`src/logic/bbr_pkg.sv`:
```
// package for the buck-boost regulator control block: register map,
// field positions, reset values, mode codes and timing counts.
// assumes a 50 MHz system clock and a 32-bit avalon-mm register bus.
package bbr_pkg;
  // register byte offsets
  localparam logic [5:0] BBR_OFS_CTRL = 6'h00;
  localparam logic [5:0] BBR_OFS_STATUS = 6'h04;
  localparam logic [5:0] BBR_OFS_MASK = 6'h08;
  localparam logic [5:0] BBR_OFS_STATE = 6'h0c;
  // hardware_control_word field positions
  localparam int BBR_CTL_BOOST_EN = 0;
  localparam int BBR_CTL_BOOST_SEL = 1;
  localparam int BBR_CTL_BOOST_HIGH = 2;
  localparam int BBR_CTL_PWM_AUTO = 3;
  localparam int BBR_CTL_PWM_BY_WAKE = 4;
  localparam logic [4:0] BBR_CTL_RESET = 5'h08;
  // converter_status_flags field positions
  localparam int BBR_ST_BUCK_OPEN = 0;
  localparam int BBR_ST_BUCK_SHORT = 1;
  localparam int BBR_ST_BUCK_WINDOW = 2;
  localparam int BBR_ST_BOOST_OPEN = 3;
  localparam int BBR_ST_BOOST_SHORT = 4;
  localparam int BBR_ST_GND_LOSS = 5;
  localparam int BBR_ST_BOOST_ACT = 6;
  localparam int BBR_ST_AUTO_PWM = 7;
  localparam logic [7:0] BBR_STATUS_RESET = 8'h00;
  localparam logic [7:0] BBR_MASK_RESET = 8'h00;
  // operating mode codes presented by the mode controller
  localparam logic [2:0] BBR_MODE_NORMAL = 3'h0;
  localparam logic [2:0] BBR_MODE_SLEEP = 3'h1;
  localparam logic [2:0] BBR_MODE_STOP = 3'h2;
  localparam logic [2:0] BBR_MODE_RESTART = 3'h3;
  localparam logic [2:0] BBR_MODE_FAILSAFE = 3'h4;
  // boost level codes driven to the power stage
  localparam logic [1:0] BBR_LVL_LOW = 2'h1;
  localparam logic [1:0] BBR_LVL_MID = 2'h2;
  localparam logic [1:0] BBR_LVL_TOP = 2'h3;
  // supply thresholds in sensed-level codes
  localparam logic [9:0] BBR_TH1 = 10'h180;
  localparam logic [9:0] BBR_HYS1 = 10'h020;
  localparam logic [9:0] BBR_TH2 = 10'h1c0;
  localparam logic [9:0] BBR_HYS2 = 10'h020;
  // buck target and 12 percent window
  localparam logic [9:0] BBR_BUCK_TARGET = 10'h200;
  localparam int BBR_WINDOW_PCT = 12;
  localparam logic [9:0] BBR_BUCK_WIN = 10'((int'(BBR_BUCK_TARGET) * BBR_WINDOW_PCT) / 100);
  // duty cycle codes
  localparam logic [7:0] BBR_DUTY_MIN = 8'h08;
  localparam logic [7:0] BBR_DUTY_STEP = 8'h08;
  localparam logic [7:0] BBR_DUTY_FULL = 8'hff;
  localparam logic [7:0] BBR_SS_HOLD = 8'h08;
  // switching period timing
  localparam int BBR_CLK_PERIOD_NS = 20;
  localparam int BBR_SW_PERIOD_NS = 500;
  localparam logic [7:0] BBR_SW_PERIOD_CYC = 8'(BBR_SW_PERIOD_NS / BBR_CLK_PERIOD_NS);
  // soft start states
  typedef enum logic [2:0] {
    BBR_SS_OFF = 3'b001,
    BBR_SS_RAMP = 3'b010,
    BBR_SS_REG = 3'b100
  } bbr_ss_t;
endpackage : bbr_pkg

```
`src/logic/bbr_ctrl.sv`:
```
// buck-boost regulator control: cascade enable, buck modulation choice,
// buck soft start and regulation loop, boost level and hysteresis,
// sticky status flags with mask and interrupt, avalon-mm register slave.
// assumes all inputs synchronous to clk_sys_in and levels from comparators.
`timescale 1ns/1ps
`default_nettype none
module bbr_ctrl
  import bbr_pkg::*;
(
  // clock and reset
  input wire logic clk_sys_in,
  input wire logic reset_in,
  // avalon-mm slave
  input wire logic [5:0] avs_address_in,
  input wire logic avs_read_in,
  input wire logic avs_write_in,
  input wire logic [31:0] avs_writedata_in,
  output logic [31:0] avs_readdata_out,
  output logic avs_waitrequest_out,
  // operating mode and sensing
  input wire logic [2:0] sbc_mode_in,
  input wire logic [9:0] sensed_supply_level_in,
  input wire logic [9:0] main_regulated_output_in,
  input wire logic load_above_pfm_limit_in,
  input wire logic wake_level_in,
  // fault comparators from the power stage
  input wire logic buck_switch_pin_open_in,
  input wire logic buck_switch_pin_short_in,
  input wire logic boost_pin_open_in,
  input wire logic boost_pin_short_in,
  input wire logic boost_gnd_loss_in,
  // power stage control
  output logic cascade_en_out,
  output logic buck_pwm_mode_out,
  output logic [7:0] buck_duty_out,
  output logic soft_start_busy_out,
  output logic boost_on_out,
  output logic [1:0] boost_level_out,
  // interrupt
  output logic irq_out
);

  // the state struct holds every flip-flop of the block,
  // so one always_ff registers it and reset is written
  // in one place; each output but the busy flag reads a field directly.
  // hazard: a field added here needs a value in the
  // reset aggregate, or it starts unknown.
  // groups: registers, mode tracking, soft start,
  // boost, bus answer, output copies.

  // whole block state
  typedef struct packed {
    logic [4:0] ctrl;       // hardware_control_word
    logic [7:0] status;     // converter_status_flags
    logic [7:0] mask;       // interrupt mask
    logic [2:0] prev_mode;  // mode seen last cycle
    logic stop_pwm;         // auto pfm to pwm latch in stop
    bbr_ss_t ss;            // soft start state
    logic [7:0] duty;       // buck duty code
    logic [7:0] hold_cnt;   // switching periods left at this step
    logic [7:0] per_cnt;    // clock cycles inside a switching period
    logic boost_on;         // boost switch running
    logic [1:0] level;      // boost level
    logic wait_n;           // low while answer stands on the bus
    logic [31:0] rdata;     // registered read data
    logic irq;              // interrupt output
    logic cascade_en;       // cascade enable output
    logic pwm_mode;         // buck modulation output
  } bbr_state_t;

  bbr_state_t cur;
  bbr_state_t next_cur;

  // the low level has its own threshold pair; the
  // middle and top levels share the second pair.
  // switch-on is strictly below the threshold and
  // switch-off strictly above threshold plus
  // hysteresis, so a supply inside the band keeps
  // the present state.

  // activation threshold for a level
  function automatic logic [9:0] bbr_thr(input logic [1:0] lvl);
    bbr_thr = (lvl == BBR_LVL_LOW) ? BBR_TH1 : BBR_TH2;
  endfunction : bbr_thr

  // switch-off level, threshold plus hysteresis
  function automatic logic [9:0] bbr_thr_off(input logic [1:0] lvl);
    bbr_thr_off = (lvl == BBR_LVL_LOW) ? (BBR_TH1 + BBR_HYS1) : (BBR_TH2 + BBR_HYS2);
  endfunction : bbr_thr_off

  // duty increase saturating at full scale
  function automatic logic [7:0] bbr_duty_add(input logic [7:0] d, input logic [7:0] inc);
    logic [8:0] sum;
    sum = {1'b0, d} + {1'b0, inc};
    bbr_duty_add = sum[8] ? BBR_DUTY_FULL : sum[7:0];
  endfunction : bbr_duty_add

  // helpers are plain wires filled inside the
  // next-state process; none holds state, and each
  // is assigned on every pass, so no latch forms.
  // bus_commit marks the edge at which a request is
  // honoured: a write lands, a status read clears.

  // combinational helpers
  logic mode_active;
  logic prev_active;
  logic stop_entry;
  logic boost_allowed;
  logic period_end;
  logic [1:0] sel_level;
  logic [9:0] win_err;
  logic out_of_window;
  logic bus_req;
  logic bus_commit;
  logic [7:0] st_set;
  logic [7:0] st_clr;
  logic [31:0] rd_val;

  // next-state logic
  always_comb begin
    next_cur = cur;
    // every field keeps its value unless a branch
    // below assigns it; each section overrides only
    // the fields that it owns.
    // cascade runs only in normal, stop and restart
    mode_active = (sbc_mode_in == BBR_MODE_NORMAL) || (sbc_mode_in == BBR_MODE_STOP) ||
                  (sbc_mode_in == BBR_MODE_RESTART);
    prev_active = (cur.prev_mode == BBR_MODE_NORMAL) || (cur.prev_mode == BBR_MODE_STOP) ||
                  (cur.prev_mode == BBR_MODE_RESTART);
    stop_entry = (sbc_mode_in == BBR_MODE_STOP) && (cur.prev_mode != BBR_MODE_STOP);
    // boost honoured in normal and stop, kept as configured in restart
    boost_allowed = mode_active && cur.ctrl[BBR_CTL_BOOST_EN];
    period_end = (cur.per_cnt == BBR_SW_PERIOD_CYC - 8'h01);
    // level from select and high bits
    if (cur.ctrl[BBR_CTL_BOOST_SEL]) begin
      sel_level = BBR_LVL_LOW;
    end else if (cur.ctrl[BBR_CTL_BOOST_HIGH]) begin
      sel_level = BBR_LVL_TOP;
    end else begin
      sel_level = BBR_LVL_MID;
    end
    // buck output window
    win_err = (main_regulated_output_in >= BBR_BUCK_TARGET) ?
              (main_regulated_output_in - BBR_BUCK_TARGET) : (BBR_BUCK_TARGET - main_regulated_output_in);
    out_of_window = mode_active && (cur.ss == BBR_SS_REG) && (win_err > BBR_BUCK_WIN);
    next_cur.prev_mode = sbc_mode_in;
    next_cur.cascade_en = mode_active;

    // a switching period is a fixed count of clocks;
    // the ramp hold and the closed loop advance only
    // at a period end, so the duty moves at most
    // once per switching period.
    // the counter is held at zero while the cascade
    // is off, so a fresh start sees full periods.
    // switching period counter, stopped while the cascade is off
    if (!mode_active || period_end) begin
      next_cur.per_cnt = 8'h00;
    end else begin
      next_cur.per_cnt = cur.per_cnt + 8'h01;
    end

    // soft start walks off, ramp, regulation.
    // off: duty zero; an inactive-to-active mode
    // change, power-up included, loads the minimum
    // duty and the hold count and enters the ramp.
    // ramp: duty held some switching periods, then
    // raised by one fixed step, until the sensed
    // buck output reaches its target.
    // regulation: one code up or down per period.
    // limitation: the loop watches only the output
    // code; supply and load act through that code.
    // soft start and regulation loop
    unique case (cur.ss)
      BBR_SS_OFF: begin
        next_cur.duty = 8'h00;
        // every off-to-on edge, power-up included, starts a soft start
        if (mode_active && !prev_active) begin
          next_cur.ss = BBR_SS_RAMP;
          next_cur.duty = BBR_DUTY_MIN;
          next_cur.hold_cnt = BBR_SS_HOLD;
        end
      end
      BBR_SS_RAMP: begin
        if (main_regulated_output_in >= BBR_BUCK_TARGET) begin
          next_cur.ss = BBR_SS_REG;
        end else if (period_end) begin
          if (cur.hold_cnt == 8'h01) begin
            // step up after holding this duty
            next_cur.duty = bbr_duty_add(cur.duty, BBR_DUTY_STEP);
            next_cur.hold_cnt = BBR_SS_HOLD;
          end else begin
            next_cur.hold_cnt = cur.hold_cnt - 8'h01;
          end
        end
      end
      BBR_SS_REG: begin
        // closed loop, one duty step per switching period
        if (period_end) begin
          if (main_regulated_output_in < BBR_BUCK_TARGET) begin
            // may climb to full duty on low input supply
            next_cur.duty = bbr_duty_add(cur.duty, 8'h01);
          end else if (main_regulated_output_in > BBR_BUCK_TARGET && cur.duty != 8'h00) begin
            next_cur.duty = cur.duty - 8'h01;
          end
        end
      end
      default: begin
        next_cur.ss = BBR_SS_OFF;
      end
    endcase
    // disabled cascade drops the loop at once
    if (!mode_active) begin
      next_cur.ss = BBR_SS_OFF;
      next_cur.duty = 8'h00;
    end

    // in stop the buck runs pfm by default; two ways
    // lead to pwm: the automatic latch on a heavy
    // load when enabled, and the wake pin when the
    // manual bit is set.
    // the latch clears on each fresh stop entry, so
    // a new stop returns to pfm first unless the manual bit is set and the wake pin is high.
    // outside stop the buck is pwm while it runs.
    // the latch event is reported once in status.
    // buck modulation choice
    st_set = 8'h00;
    if (stop_entry) begin
      next_cur.stop_pwm = 1'b0; // entry always clears the automatic latch
    end else if (sbc_mode_in == BBR_MODE_STOP && cur.ctrl[BBR_CTL_PWM_AUTO] &&
                 load_above_pfm_limit_in && !cur.stop_pwm) begin
      next_cur.stop_pwm = 1'b1;
      st_set[BBR_ST_AUTO_PWM] = 1'b1;
    end
    if (sbc_mode_in == BBR_MODE_STOP) begin
      // pfm unless an automatic or manual transition asks for pwm
      next_cur.pwm_mode = (!stop_entry && cur.stop_pwm) ||
                          (cur.ctrl[BBR_CTL_PWM_BY_WAKE] && wake_level_in);
    end else begin
      next_cur.pwm_mode = mode_active; // fixed-frequency pwm
    end

    // the level is copied from the select bits only
    // while the cascade runs, so sleep or fail-safe
    // cannot pick up settings written meanwhile.
    // the switch runs only while enabled and the mode
    // allows it; otherwise it is forced off at once.
    // activation sets the boost active flag, which a
    // status read may clear only above threshold.
    // boost level follows settings only while the cascade runs
    if (mode_active) begin
      next_cur.level = sel_level;
    end
    // boost hysteresis, always fixed-frequency pwm when running
    if (!boost_allowed) begin
      next_cur.boost_on = 1'b0;
    end else if (!cur.boost_on && sensed_supply_level_in < bbr_thr(cur.level)) begin
      next_cur.boost_on = 1'b1;
      st_set[BBR_ST_BOOST_ACT] = 1'b1;
    end else if (cur.boost_on && sensed_supply_level_in > bbr_thr_off(cur.level)) begin
      next_cur.boost_on = 1'b0;
    end

    // comparators only set flags; nothing on the mode
    // or configuration path reads the status word.
    // buck faults count while the cascade runs, boost
    // faults only while the boost switch runs, so an
    // idle stage cannot report a stale open pin.
    // the window check runs only during regulation.
    // fault flags, informational only
    st_set[BBR_ST_BUCK_OPEN] = mode_active && buck_switch_pin_open_in;
    st_set[BBR_ST_BUCK_SHORT] = mode_active && buck_switch_pin_short_in;
    st_set[BBR_ST_BUCK_WINDOW] = out_of_window;
    st_set[BBR_ST_BOOST_OPEN] = cur.boost_on && boost_pin_open_in;
    st_set[BBR_ST_BOOST_SHORT] = cur.boost_on && boost_pin_short_in;
    st_set[BBR_ST_GND_LOSS] = cur.boost_on && boost_gnd_loss_in;

    // a request seen with waitrequest high loads the
    // read word and drops waitrequest for one cycle;
    // at the next edge the request commits.
    // the read word comes from the state before the
    // commit, so the master sees exactly what a
    // status read is about to clear.
    // a master must hold its request until it samples
    // waitrequest low; dropping it early loses the
    // transfer without an error.
    // bus slave: answer one cycle after the request is seen
    bus_req = avs_read_in || avs_write_in;
    bus_commit = !cur.wait_n && bus_req;
    next_cur.wait_n = 1'b1;
    unique case (avs_address_in)
      BBR_OFS_CTRL: rd_val = {27'h0000000, cur.ctrl};
      BBR_OFS_STATUS: rd_val = {24'h000000, cur.status};
      BBR_OFS_MASK: rd_val = {24'h000000, cur.mask};
      BBR_OFS_STATE: rd_val = {12'h000, cur.duty, 1'b0, cur.ss, cur.level, cur.boost_on,
                               cur.pwm_mode, 1'b0, cur.prev_mode};
      default: rd_val = 32'h00000000;
    endcase
    if (cur.wait_n && bus_req) begin
      next_cur.wait_n = 1'b0;
      next_cur.rdata = avs_read_in ? rd_val : 32'h00000000;
    end

    // only bits in the answered word clear, so an
    // event between the load of the read word and
    // the commit is kept for the next read.
    // an event in the commit cycle itself wins over
    // the clear of the same bit.
    // the interrupt level is the masked next status.
    // read of status clears only bits that were reported
    st_clr = 8'h00;
    if (bus_commit && avs_read_in && avs_address_in == BBR_OFS_STATUS) begin
      st_clr = cur.rdata[7:0];
      // boost active flag stays while supply is below threshold
      if (sensed_supply_level_in <= bbr_thr(cur.level)) begin
        st_clr[BBR_ST_BOOST_ACT] = 1'b0;
      end
    end
    // set wins over clear
    next_cur.status = (cur.status & ~st_clr) | st_set;

    // register writes take effect at the committing edge
    if (bus_commit && avs_write_in) begin
      if (avs_address_in == BBR_OFS_CTRL) begin
        next_cur.ctrl = avs_writedata_in[4:0];
      end else if (avs_address_in == BBR_OFS_MASK) begin
        next_cur.mask = avs_writedata_in[7:0];
      end
    end
    next_cur.irq = |(next_cur.status & next_cur.mask);
  end

  // reset is synchronous and restores every field;
  // the previous mode resets to sleep, so the first
  // running mode after reset starts a soft start.
  // the answer flag resets high: no answer stands.

  // single state register
  always_ff @(posedge clk_sys_in) begin
    if (reset_in) begin
      cur <= '{ctrl: BBR_CTL_RESET, status: BBR_STATUS_RESET, mask: BBR_MASK_RESET,
               prev_mode: BBR_MODE_SLEEP, stop_pwm: 1'b0, ss: BBR_SS_OFF, duty: 8'h00,
               hold_cnt: 8'h00, per_cnt: 8'h00, boost_on: 1'b0, level: BBR_LVL_MID,
               wait_n: 1'b1, rdata: 32'h00000000, irq: 1'b0, cascade_en: 1'b0,
               pwm_mode: 1'b0};
    end else begin
      cur <= next_cur;
    end
  end

  // every output reads a state field; the busy flag
  // reads the one-hot ramp code of the soft start
  // state, so it changes only at a clock edge.
  // no output depends on an input in the same cycle.
  // the level output holds its last value while off.
  // the duty output is zero whenever the cascade is off.

  // outputs straight from the state register
  assign avs_readdata_out = cur.rdata;
  assign avs_waitrequest_out = cur.wait_n;
  assign cascade_en_out = cur.cascade_en;
  assign buck_pwm_mode_out = cur.pwm_mode;
  assign buck_duty_out = cur.duty;
  assign soft_start_busy_out = (cur.ss == BBR_SS_RAMP);
  assign boost_on_out = cur.boost_on;
  assign boost_level_out = cur.level;
  assign irq_out = cur.irq;

endmodule : bbr_ctrl
`default_nettype wire

```
`config.mk`:
```
export PLATFORM = sky130hd
export DESIGN_NAME = bbr_ctrl
export DESIGN_NICKNAME = d
export VERILOG_FILES = /design/src/logic/bbr_pkg.sv /design/src/logic/bbr_ctrl.sv
export SDC_FILE = /design/constraint.sdc
export NUM_CORES = 1
export LEC_CHECK = 0
export ABC_AREA = 1
export BUFFER_PORTS_ARGS = -buffer_cell sky130_fd_sc_hd__buf_2
export CAP_MARGIN = 40
export CORE_UTILIZATION = 49
export CTS_CLUSTER_SIZE = 10
export DETAILED_ROUTE_END_ITERATION = 10
export PLACE_DENSITY_LB_ADDON = 0.15
export SLEW_MARGIN = 30
export SYNTH_ARGS = -nofsm -noshare
export SYNTH_HDL_FRONTEND = slang
export SYNTH_SLANG_ARGS = --single-unit
```
`constraint.sdc`:
```
create_clock -name clk_sys_in -period 1.8 [get_ports clk_sys_in]
set_clock_uncertainty 0.15 [all_clocks]
set_input_delay 0.09 -clock clk_sys_in [delete_from_list [all_inputs] [get_ports clk_sys_in]]
set_output_delay 0.09 -clock clk_sys_in [all_outputs]
set_load 0.005 [all_outputs]
```
==> results of run 1 <==
## repair_timing
action                     CTS  global route
hold buffers                23             0
setup endpoints to repair   15            21
pin swaps                    5            30
gates resized for setup     16            64
cloned                       1             0
hold endpoints to repair    24             0
setup buffers                1             7
## state kept, by name, summed over array words and instances (netlist names)
name                 flops
boost_level_out          2
cascade_en_out           1
avs_waitrequest_out      1
buck_pwm_mode_out        1
cur                     44
avs_readdata_out        19
buck_duty_out            8
boost_on_out             1
irq_out                  1
## metal layers
layer  vias up  track usage, %
met1      2303           33.82
li1       2540               -
met2       178           42.78
met3        19           4.993
met4         0           8.361
met5         -               0
## worst min-delay path by stage
| stage | startpoint | to | slack, ns |
|---|---|---|---|
| 6_report | reset_in | cur[64]$_SDFFE_PP0P_ | 0.008 |
| 4_1_cts | reset_in | cur[64]$_SDFFE_PP0P_ | 0.0006 |
| 3_3_place_gp | sbc_mode_in[0] | cur[67]$_SDFF_PP1_ | 0.21 |
| 3_5_place_dp | sbc_mode_in[0] | cur[67]$_SDFF_PP1_ | 0.21 |
| 5_1_grt | reset_in | cascade_en_out$_SDFF_PP0_ | 0.04 |
| 2_1_floorplan | sbc_mode_in[0] | cur[67]$_SDFF_PP1_ | 0.05 |
## power by group
part	internal, mW	switching, mW
Sequential	1.75	0.0237
Combinational	0.251	0.335
Clock	0.774	0.676
Total	2.78	1.03
## cells by family (layout without fill, tap and decap cells)
kind of cell / after synthesis / in the layout / share of synthesized area (%)
AO/OA/AOI/OAI: 110 / 110 / 13.33
other: 1 / 13 / 0.07881
buffers and inverters: 153 / 283 / 15.96
adder cells (fa/ha/maj): 11 / 11 / 2.892
flip-flops: 78 / 78 / 32.82
XOR/XNOR: 13 / 13 / 2.393
AND/OR/NAND/NOR: 363 / 364 / 32.53
## cell usage in the layout (no fill, tap or decap), types with 3 or more instances in the layout
master,synthesis,final
dfxtp_2,0,11
nand4_1,7,7
nand3_1,45,38
nand3_4,1,5
nand2_2,5,15
nand2_1,200,188
ha_1,11,6
nor3_1,11,8
nor2_2,4,11
nor2_4,3,6
a21oi_1,56,55
buf_4,43,69
ha_4,0,3
nor2_1,81,72
dfxtp_1,78,66
o21ai_2,4,5
o21ai_1,5,5
buf_2,7,82
o21ai_0,23,22
inv_1,86,73
conb_1,1,13
a32oi_1,3,3
clkbuf_8,0,9
xor2_1,12,12
o211ai_1,3,3
nand3_2,2,5
a22oi_1,4,4
dlygate4sd3_1,0,23
nor3_2,0,3
inv_2,6,19
## tightest hold or removal path: stages
cell,delay (ns)
buf_2,0.13
nor2_1,0.07
inv_1,0.12
a21oi_1,0.05
## area by class of cell
cell class | instances | share of cell area (%)
clock buffer | 9 | 2.005
sequential | 78 | 25.56
inverter | 92 | 5.589
timing repair buffer | 176 | 19.12
multi-input combinational | 511 | 43.70
tap | 129 | 2.612
clock inverter | 6 | 1.418
## through the flow
step           cells  hold WS (ns)  cell area [sq um]
2_1_floorplan    741       0.04880               4803
3_3_place_gp     954        0.2052               5434
3_5_place_dp     954        0.2066               5434
4_1_cts          994     0.0005885               5952
5_1_grt         1001       0.04280               6178
6_report        1001      0.008255               6178
==> flow_summary.ini, run 1 <==
[outcome]
status = finished, violations left
failed_checks = setup timing

[floorplanning]
rows = 35
die_height_um = 100.5
start_util_pct = 51.01
die_area_sq_um = 10110
core_area_sq_um = 9328
ios = 120
die_x_um = 100.5

[setup_path]
worst_setup_path_end_kind = flop
cpMostUsedCell = nand2_1
crit_required_ns = 1.95
timing.rr.end = irq_out$_SDFF_PP0_
critical-path-max-stage-delay_ns = 0.35
cpMaxStageDelayCell = dfxtp_2
r2r_start = boost_level_out[0]$_SDFFE_PP0N_
crit_start = boost_level_out[0]$_SDFFE_PP0N_
cp_top_family = simple AND/OR/NAND/NOR gates
cp_max_fo = 2
arrival_ns = 1.97
path_cells = inv_2 -> nor2_4 -> inv_2 -> ha_4 -> nand2_2 -> nor2_1 -> nand3_1 -> nand3_2 -> nand2_2 -> a21oi_2 -> nor2_1 -> nand2_1 -> nand2_1 -> nand2_1
crit_path_start_kind = flop
cp_num_cells = 14
ff2ff_setup_slack_ns = -0.02
reg2reg_depth = 14
critPathBufInv = 2
critical_path.endpoint = irq_out$_SDFF_PP0_
path_class = flop to flop

[cts]
cts.sinks = 78
cts_tree = yes
cts_root_buffer = clkbuf_8
clk-insertion-delay-late_ns = 0.35
clk_pin_slew_ns = 0.08
htree_num_levels = 3
numCtsBuffers = 9
clock_path_buffers = 2

[layout]
final_layout_size_suffix_gt1_share_pct = 30.05
multiInputGateArea_sq_um = 2700
seqCellArea_sq_um = 1579
antennaDiodeCount = 0
syn_to_final_growth_pct = 29.84
final_util_pct = 66.24
nets = 951
fillerInstances = 845

[route]
highest_layer = met4
drt-met1-wl_um = 5889
drc = 0
met3WireLength_um = 762
wl_per_cell_um = 12.99
met2_length_um = 6135
wl_um = 13010
vias = 5040
first_pass_iters = 5
drtAntennaViolNets = 0
vias_per_cell = 5.035
first_iter_violations = 256

[synth]
synthArstFlopShare_pct = 0
synth.most_common_cell = nand2_1
netlist_area_sq_um = 4758
ys_ff_latch = 78
yosysUniqueCellTypes = 42
syn_avg_cell_area_sq_um = 6.527
synth_edf_count = 0
synth_cells = 729
synth_top_area_cell = dfxtp_1
ys.flop_type = dfxtp_1
synth_common_cells = nand2_1 (200), inv_1 (86), nor2_1 (81)
synth_area_leaders = dfxtp_1 (33%), nand2_1 (16%), buf_4 (6.8%)
ys_seq_area_share_pct = 32.82
yosys_warnings = 0
yosysTopAreaCellShare_pct = 32.82

[placement]
dp_slack_ns = -0.05820
dp.final_hpwl_um = 9490
port_buffers = 82
place_congestion = 0.8843

[timing]
fmax_mhz = 549.6
period_minus_slack_ns = 1.820
fin_ws_ns = -0.01967
rsz0062_at_grt = true
hold_viol = 0
finalSetupViolations = 1
drv_slew = 0
finalSetupTns_ns = -0.01967
min_period_over_period_pct = 101.1

[global_route]
overflow = 0
grt_pass1_vias = 4575
grt_pass1_wl_um = 20580
antenna_found_initial = 0
grt_use_total_pct = 25.82
grt_start_max_net_pins = 28

[power_and_ir_drop]
power_density_nw_per_um2 = 616.7
leakage_nw = 3.037
vdd_drop_max_uv = 389.8
power_mw = 3.810

[flow_run]
drv_cap = 0

[hold_path]
hp-class = input port to flop
hold_depth = 4
Power figures use the tool's default switching activity.
==> run 2: changes to the inputs <==
ABC_AREA = unset   (was 1)
CORE_UTILIZATION = 48   (was 49)
==> run 2 against run 1 <==
Net effect: the flow still finishes with violations (setup timing); first-iteration DRC count down 34%; worst hold slack better by 0.052 ns; register-to-register slack worse by 0.23 ns; clock-buffer cell count unchanged; combinational power decreased by 8.9%.
==> flow_summary.ini, run 2 <==
[placement]
post_dp_cell_area_sq_um = 5483
place_congestion = 0.9100
dp.final_hpwl_um = 9406
port_buffers = 82

[layout]
layout_commonest_cell = buf_4
nets = 793
fillerInstances = 767
final_area_sq_um = 6187
regMostFlops = cur
antennaDiodeCount = 0
largest_reg_flops = 44
syn_to_final_growth_pct = 36.49
final_layout_size_suffix_gt1_share_pct = 37.20
final_cell_mix = buf_4 (93), buf_2 (83), dfxtp_1 (70)

[floorplanning]
die_x_um = 99.18
die_area_sq_um = 9837
die_height_um = 99.18
start_util_pct = 49.29
core_area_sq_um = 9196
rows = 35
ios = 120

[synth]
syn_avg_cell_area_sq_um = 8.242
netlist_area_sq_um = 4533
ys_ff_latch = 78
synth.most_common_cell = dfxtp_1
synth_area_leaders = dfxtp_1 (34%), buf_4 (7.0%), nor2_1 (5.8%)
synth_edf_count = 0
yosysTopAreaCellShare_pct = 34.45
yosys_warnings = 0
synth_cells = 550
synthArstFlopShare_pct = 0
synth_common_cells = dfxtp_1 (78), nor2_1 (70), buf_4 (42)
ys_seq_area_share_pct = 34.45
ys.flop_type = dfxtp_1
synth_top_area_cell = dfxtp_1
yosysUniqueCellTypes = 66

[outcome]
failed_checks = setup timing
status = finished, violations left

[route]
wl_per_cell_um = 15.88
drc = 0
first_iter_violations = 168
drtAntennaViolNets = 0
wl_um = 13120
first_pass_iters = 4
vias_per_cell = 5.565
vias = 4597

[power_and_ir_drop]
combPwrFrac_pct = 15.1
vdd_drop_max_uv = 342.4
clockPowerShare_pct = 34.9
seq_power_share_pct = 50.1
p_int_mw = 2.530
p_sw_mw = 1.013
switching_share_pct = 28.60
power_density_nw_per_um2 = 572.7
leakage_nw = 2.685

[timing]
worst_pin_slew_ns = 0.5027
finalSetupTns_ns = -2.594
finalSetupViolations = 16
fmax_mhz = 488.6
slew_headroom_pct = 66.49
rsz0062_at_grt = true
period_minus_slack_ns = 2.047
min_period_over_period_pct = 113.7
fin_ws_ns = -0.2467
hold_viol = 0
drv_slew = 0

[global_route]
grt_use_total_pct = 27.19
overflow = 0
grt_pass1_wl_um = 21320
grt_start_max_net_pins = 43
antenna_found_initial = 0
grt_pass1_vias = 4463

[cts]
clk_pin_slew_ns = 0.10
cts.sinks = 78
clk-insertion-delay-late_ns = 0.35
cts_root_buffer = clkbuf_8
htree_num_levels = 3
clock_path_buffers = 2
numCtsBuffers = 9
cts_tree = yes

[setup_path]
crit_required_ns = 1.88
arrival_ns = 2.13
cp_max_fo = 4
path_class = flop to flop
worst_setup_path_end_kind = flop
crit_path_start_kind = flop

[flow_run]
drv_cap = 0

[hold_path]
hp-class = input port to flop
[run 2: cell types whose count changed in the layout (fill, tap and decap cells not counted), moves of 11 or more]
cell | previous run | this run
nand2_1 | 188 | 25
inv_1 | 73 | 19
a21oi_1 | 55 | 21
nand3_1 | 38 | 11
buf_4 | 69 | 93
a22oi_1 | 4 | 25
mux2i_1 | 0 | 19
inv_2 | 19 | 3
nand2_2 | 15 | 2
and2_1 | 0 | 12
o21ai_0 | 22 | 10
nor2b_1 | 0 | 11
[run 2: repair_timing]
action | CTS | global route
pin swaps | 20 | 7
cloned | 2 | 0
hold buffers | 21 | 0
resized for setup | 32 | 18
buffers inserted | 8 | 3
setup endpoints to repair | 16 | 27
hold endpoints to repair | 23 | 0
[run 2: cell type report]
| cell class | instances | area [sq um] | area share [%] |
|---|---|---|---|
| sequential | 78 | 1574 | 25.44 |
| multi-input combinational | 393 | 2774 | 44.83 |
| clock buffer | 9 | 123.9 | 2.002 |
| inverter | 23 | 88.84 | 1.436 |
| timing repair buffer | 205 | 1431 | 23.13 |
| tap | 111 | 138.9 | 2.245 |
| clock inverter | 7 | 56.30 | 0.9100 |
[run 2: worst paths after layout]
kind                                         startpoint                            end  slack, ns  cells past startpoint
worst max-delay path                 cur[40]$_SDFF_PP0_  buck_duty_out[2]$_SDFFE_PP0P_      -0.25                      9
worst min-delay path            load_above_pfm_limit_in             cur[85]$_SDFF_PP0_       0.06                      4
worst max register to register       cur[40]$_SDFF_PP0_  buck_duty_out[2]$_SDFFE_PP0P_      -0.25                      9
worst min register to register     cur[52]$_SDFFE_PP0P_           cur[52]$_SDFFE_PP0P_       0.35                      2
[run 2: kinds of logic after synthesis]
kind of cell	synth area share (%)
flip-flops	34.45
multiplexers	5.437
other	0.08272
buffers and inverters	11.32
adder cells (fa/ha/maj)	3.036
XOR/XNOR	2.705
AND/OR/NAND/NOR	23.85
AO/OA/AOI/OAI	19.13
[run 2: power by group through the flow]
stage / logic, mW / clock network, mW / registers, mW
floorplan: 0.256 / 0 / 1.81
global placement: 0.433 / 0 / 1.81
detailed placement: 0.442 / 0 / 1.81
CTS: 0.514 / 1.25 / 1.77
global route: 0.581 / 1.33 / 1.78
finish: 0.534 / 1.24 / 1.77
[run 2: metal layers]
metal | up-vias | wire [um] | global-route usage (%)
met5 | - | 0 | 0
met4 | 0 | 191 | 9.389
met3 | 15 | 635 | 2.881
met2 | 127 | 6313 | 46.80
met1 | 2218 | 5976 | 35.60
li1 | 2237 | - | -
[run 2: worst max-delay path, stage by stage (launching register included)]
cell and delay (ns):
dfxtp_2 0.33, inv_2 0.06, ha_4 0.11, and3_4 0.20
nand2_4 0.06, or4_4 0.45, buf_4 0.16, a31oi_4 0.19
buf_6 0.14, a311oi_1 0.07
[run 2: metrics by stage]
stage                     setup WS, ns  total power, mW  util (%)  hold WS [ns]  instances
after global routing           -0.3338            3.684     67.28       0.06292        826
after CTS                      -0.2534            3.535     66.16       0.03850        823
after global placement         -0.3060            2.244     59.62        0.1791        777
after detailed placement       -0.3759            2.253     59.62        0.1782        777
final                          -0.2467            3.543     67.28       0.06026        826
after floorplan                -0.1370            2.067         -       0.04658        562
==> run 3: changes to the inputs <==
SETUP_SLACK_MARGIN = 0.15   (was unset)
==> run 3 against run 2 <==
Net effect: the flow finishes with violations (hold timing, setup timing); critical endpoint is now buck_duty_out[1]$_SDFFE_PP0P_; routed wire length is 0.65% lower; sequential cell count unchanged; critical path depth is 2 lower.
==> flow_summary.ini, run 3 (synthesis gave the netlist of run 2 again) <==
[cts]
clk_pin_slew_ns = 0.08
cts_root_buffer = clkbuf_8
cts_tree = yes
cts.sinks = 78
clk-insertion-delay-late_ns = 0.36
clock_path_buffers = 2
htree_num_levels = 3
numCtsBuffers = 9

[route]
vias = 4602
drc = 0
first_iter_violations = 261
wl_per_cell_um = 15.74
drtAntennaViolNets = 0
first_pass_iters = 4
vias_per_cell = 5.558
wl_um = 13030

[layout]
final_cell_mix = buf_4 (92), buf_2 (82), nor2_1 (66)
regMostFlops = cur
syn_to_final_growth_pct = 39.11
nets = 796
layout_commonest_cell = buf_4
largest_reg_flops = 44
antennaDiodeCount = 0
final_layout_size_suffix_gt1_share_pct = 40.17

[timing]
period_minus_slack_ns = 2.081
finalSetupViolations = 16
drv_slew = 0
rsz0062_at_grt = true
fmax_mhz = 480.5
holdWs_ns = -0.006387
fin_ws_ns = -0.2812
min_period_over_period_pct = 115.6
hold_viol = 1

[floorplanning]
core_area_sq_um = 9196
die_height_um = 99.18
ios = 120
start_util_pct = 49.29
die_x_um = 99.18
rows = 35
die_area_sq_um = 9837

[flow_run]
drv_cap = 0

[global_route]
grt_use_total_pct = 26.59
overflow = 0
grt_pass1_vias = 4133
antenna_found_initial = 0
grt_start_max_net_pins = 43
grt_pass1_wl_um = 20380

[placement]
dp.final_hpwl_um = 9612
place_congestion = 0.8763
port_buffers = 82

[setup_path]
worst_setup_path_end_kind = flop
crit_required_ns = 1.91
cp_max_fo = 4
ff2ff_setup_slack_ns = -0.28
path_class = flop to flop
path_cells = nor4_4 -> nand2_4 -> or4_4 -> a31oi_4 -> buf_6 -> a21oi_2 -> a311oi_1
crit_path_start_kind = flop
critPathBufInv = 1
cpMaxStageDelayCell = or4_4
arrival_ns = 2.19
cp_top_family = simple AND/OR/NAND/NOR gates
critical-path-max-stage-delay_ns = 0.44

[outcome]
failed_checks = hold timing, setup timing
status = finished, violations left

[power_and_ir_drop]
vdd_drop_max_uv = 358.1
power_density_nw_per_um2 = 565.2
power_mw = 3.564
leakage_nw = 2.722

[hold_path]
hp-class = input port to flop
==> run 3: changes by cell type in the layout (fill, tap and decap cells not counted), sizes merged <==
cell         previous run  this run
dlygate4sd3            21        19
a31oi                   9         8
clkinv                  0         3
inv                    26        24
buf                   184       190
clkbuf                  9        10
clkinvlp                4         1
==> run 3: path summary, 6_finish.rpt <==
path | cells past startpoint | end | from
setup / recovery | 7 | buck_duty_out[1]$_SDFFE_PP0P_ | cur[46]$_SDFF_PP0_
hold / removal | 4 | cascade_en_out$_SDFF_PP0_ | reset_in
setup reg to reg | 7 | buck_duty_out[1]$_SDFFE_PP0P_ | cur[46]$_SDFF_PP0_
hold reg to reg | 2 | cur[52]$_SDFFE_PP0P_ | cur[52]$_SDFFE_PP0P_
==> run 3: worst reg2reg max path, cell delays in order, from the launching register on <==
cell and delay, ns:
dfxtp_2 0.34, nor4_4 0.34, nand2_4 0.08, or4_4 0.44, a31oi_4 0.22, buf_6 0.15
a21oi_2 0.05, a311oi_1 0.23
==> run 3: metrics by stage <==
step                util (%)  worst slack [ns]  instances  TNS, ns  instance area [sq um]
CTS                    67.16           -0.2720        825   -2.705                   6176
floorplan                  -           -0.1370        562   -1.036                   4750
detailed placement     60.94           -0.3723        784   -3.489                   5604
global route           68.57           -0.3962        828   -4.300                   6306
global placement       60.94           -0.3049        784   -2.648                   5604
finish                 68.57           -0.2812        828   -3.013                   6306
==> run 3: cell type report <==
class                      count  area, sq um
tap                          111        138.9
timing repair buffer         209         1498
inverter                      23        91.34
clock inverter                 5        35.03
sequential                    78         1582
multi-input combinational    392         2824
clock buffer                  10        137.6
fill                         760         2890
==> run 3: timing repair <==
action | in CTS | in global routing
gates resized for setup | 39 | 26
setup endpoints to repair | 22 | 34
hold buffers | 19 | 0
pin swaps | 17 | 16
setup buffers | 7 | 3
endpoints found under the hold margin | 23 | 0
==> run 3: routing by layer <==
metal	wire [um]	GRT usage (%)	vias up	part of all wire (%)
met2	6075	43.25	155	47
met1	6045	35.99	2190	46
met4	212	9.389	0	1.6
li1	-	-	2241	-
met5	0	0	-	0
met3	698	4.006	16	5.4
==> run 3: power breakdown <==
part           switching (mW)  internal (mW)
sequential             0.0251           1.75
clock                   0.677          0.533
combinational           0.285          0.292
total                   0.987           2.58
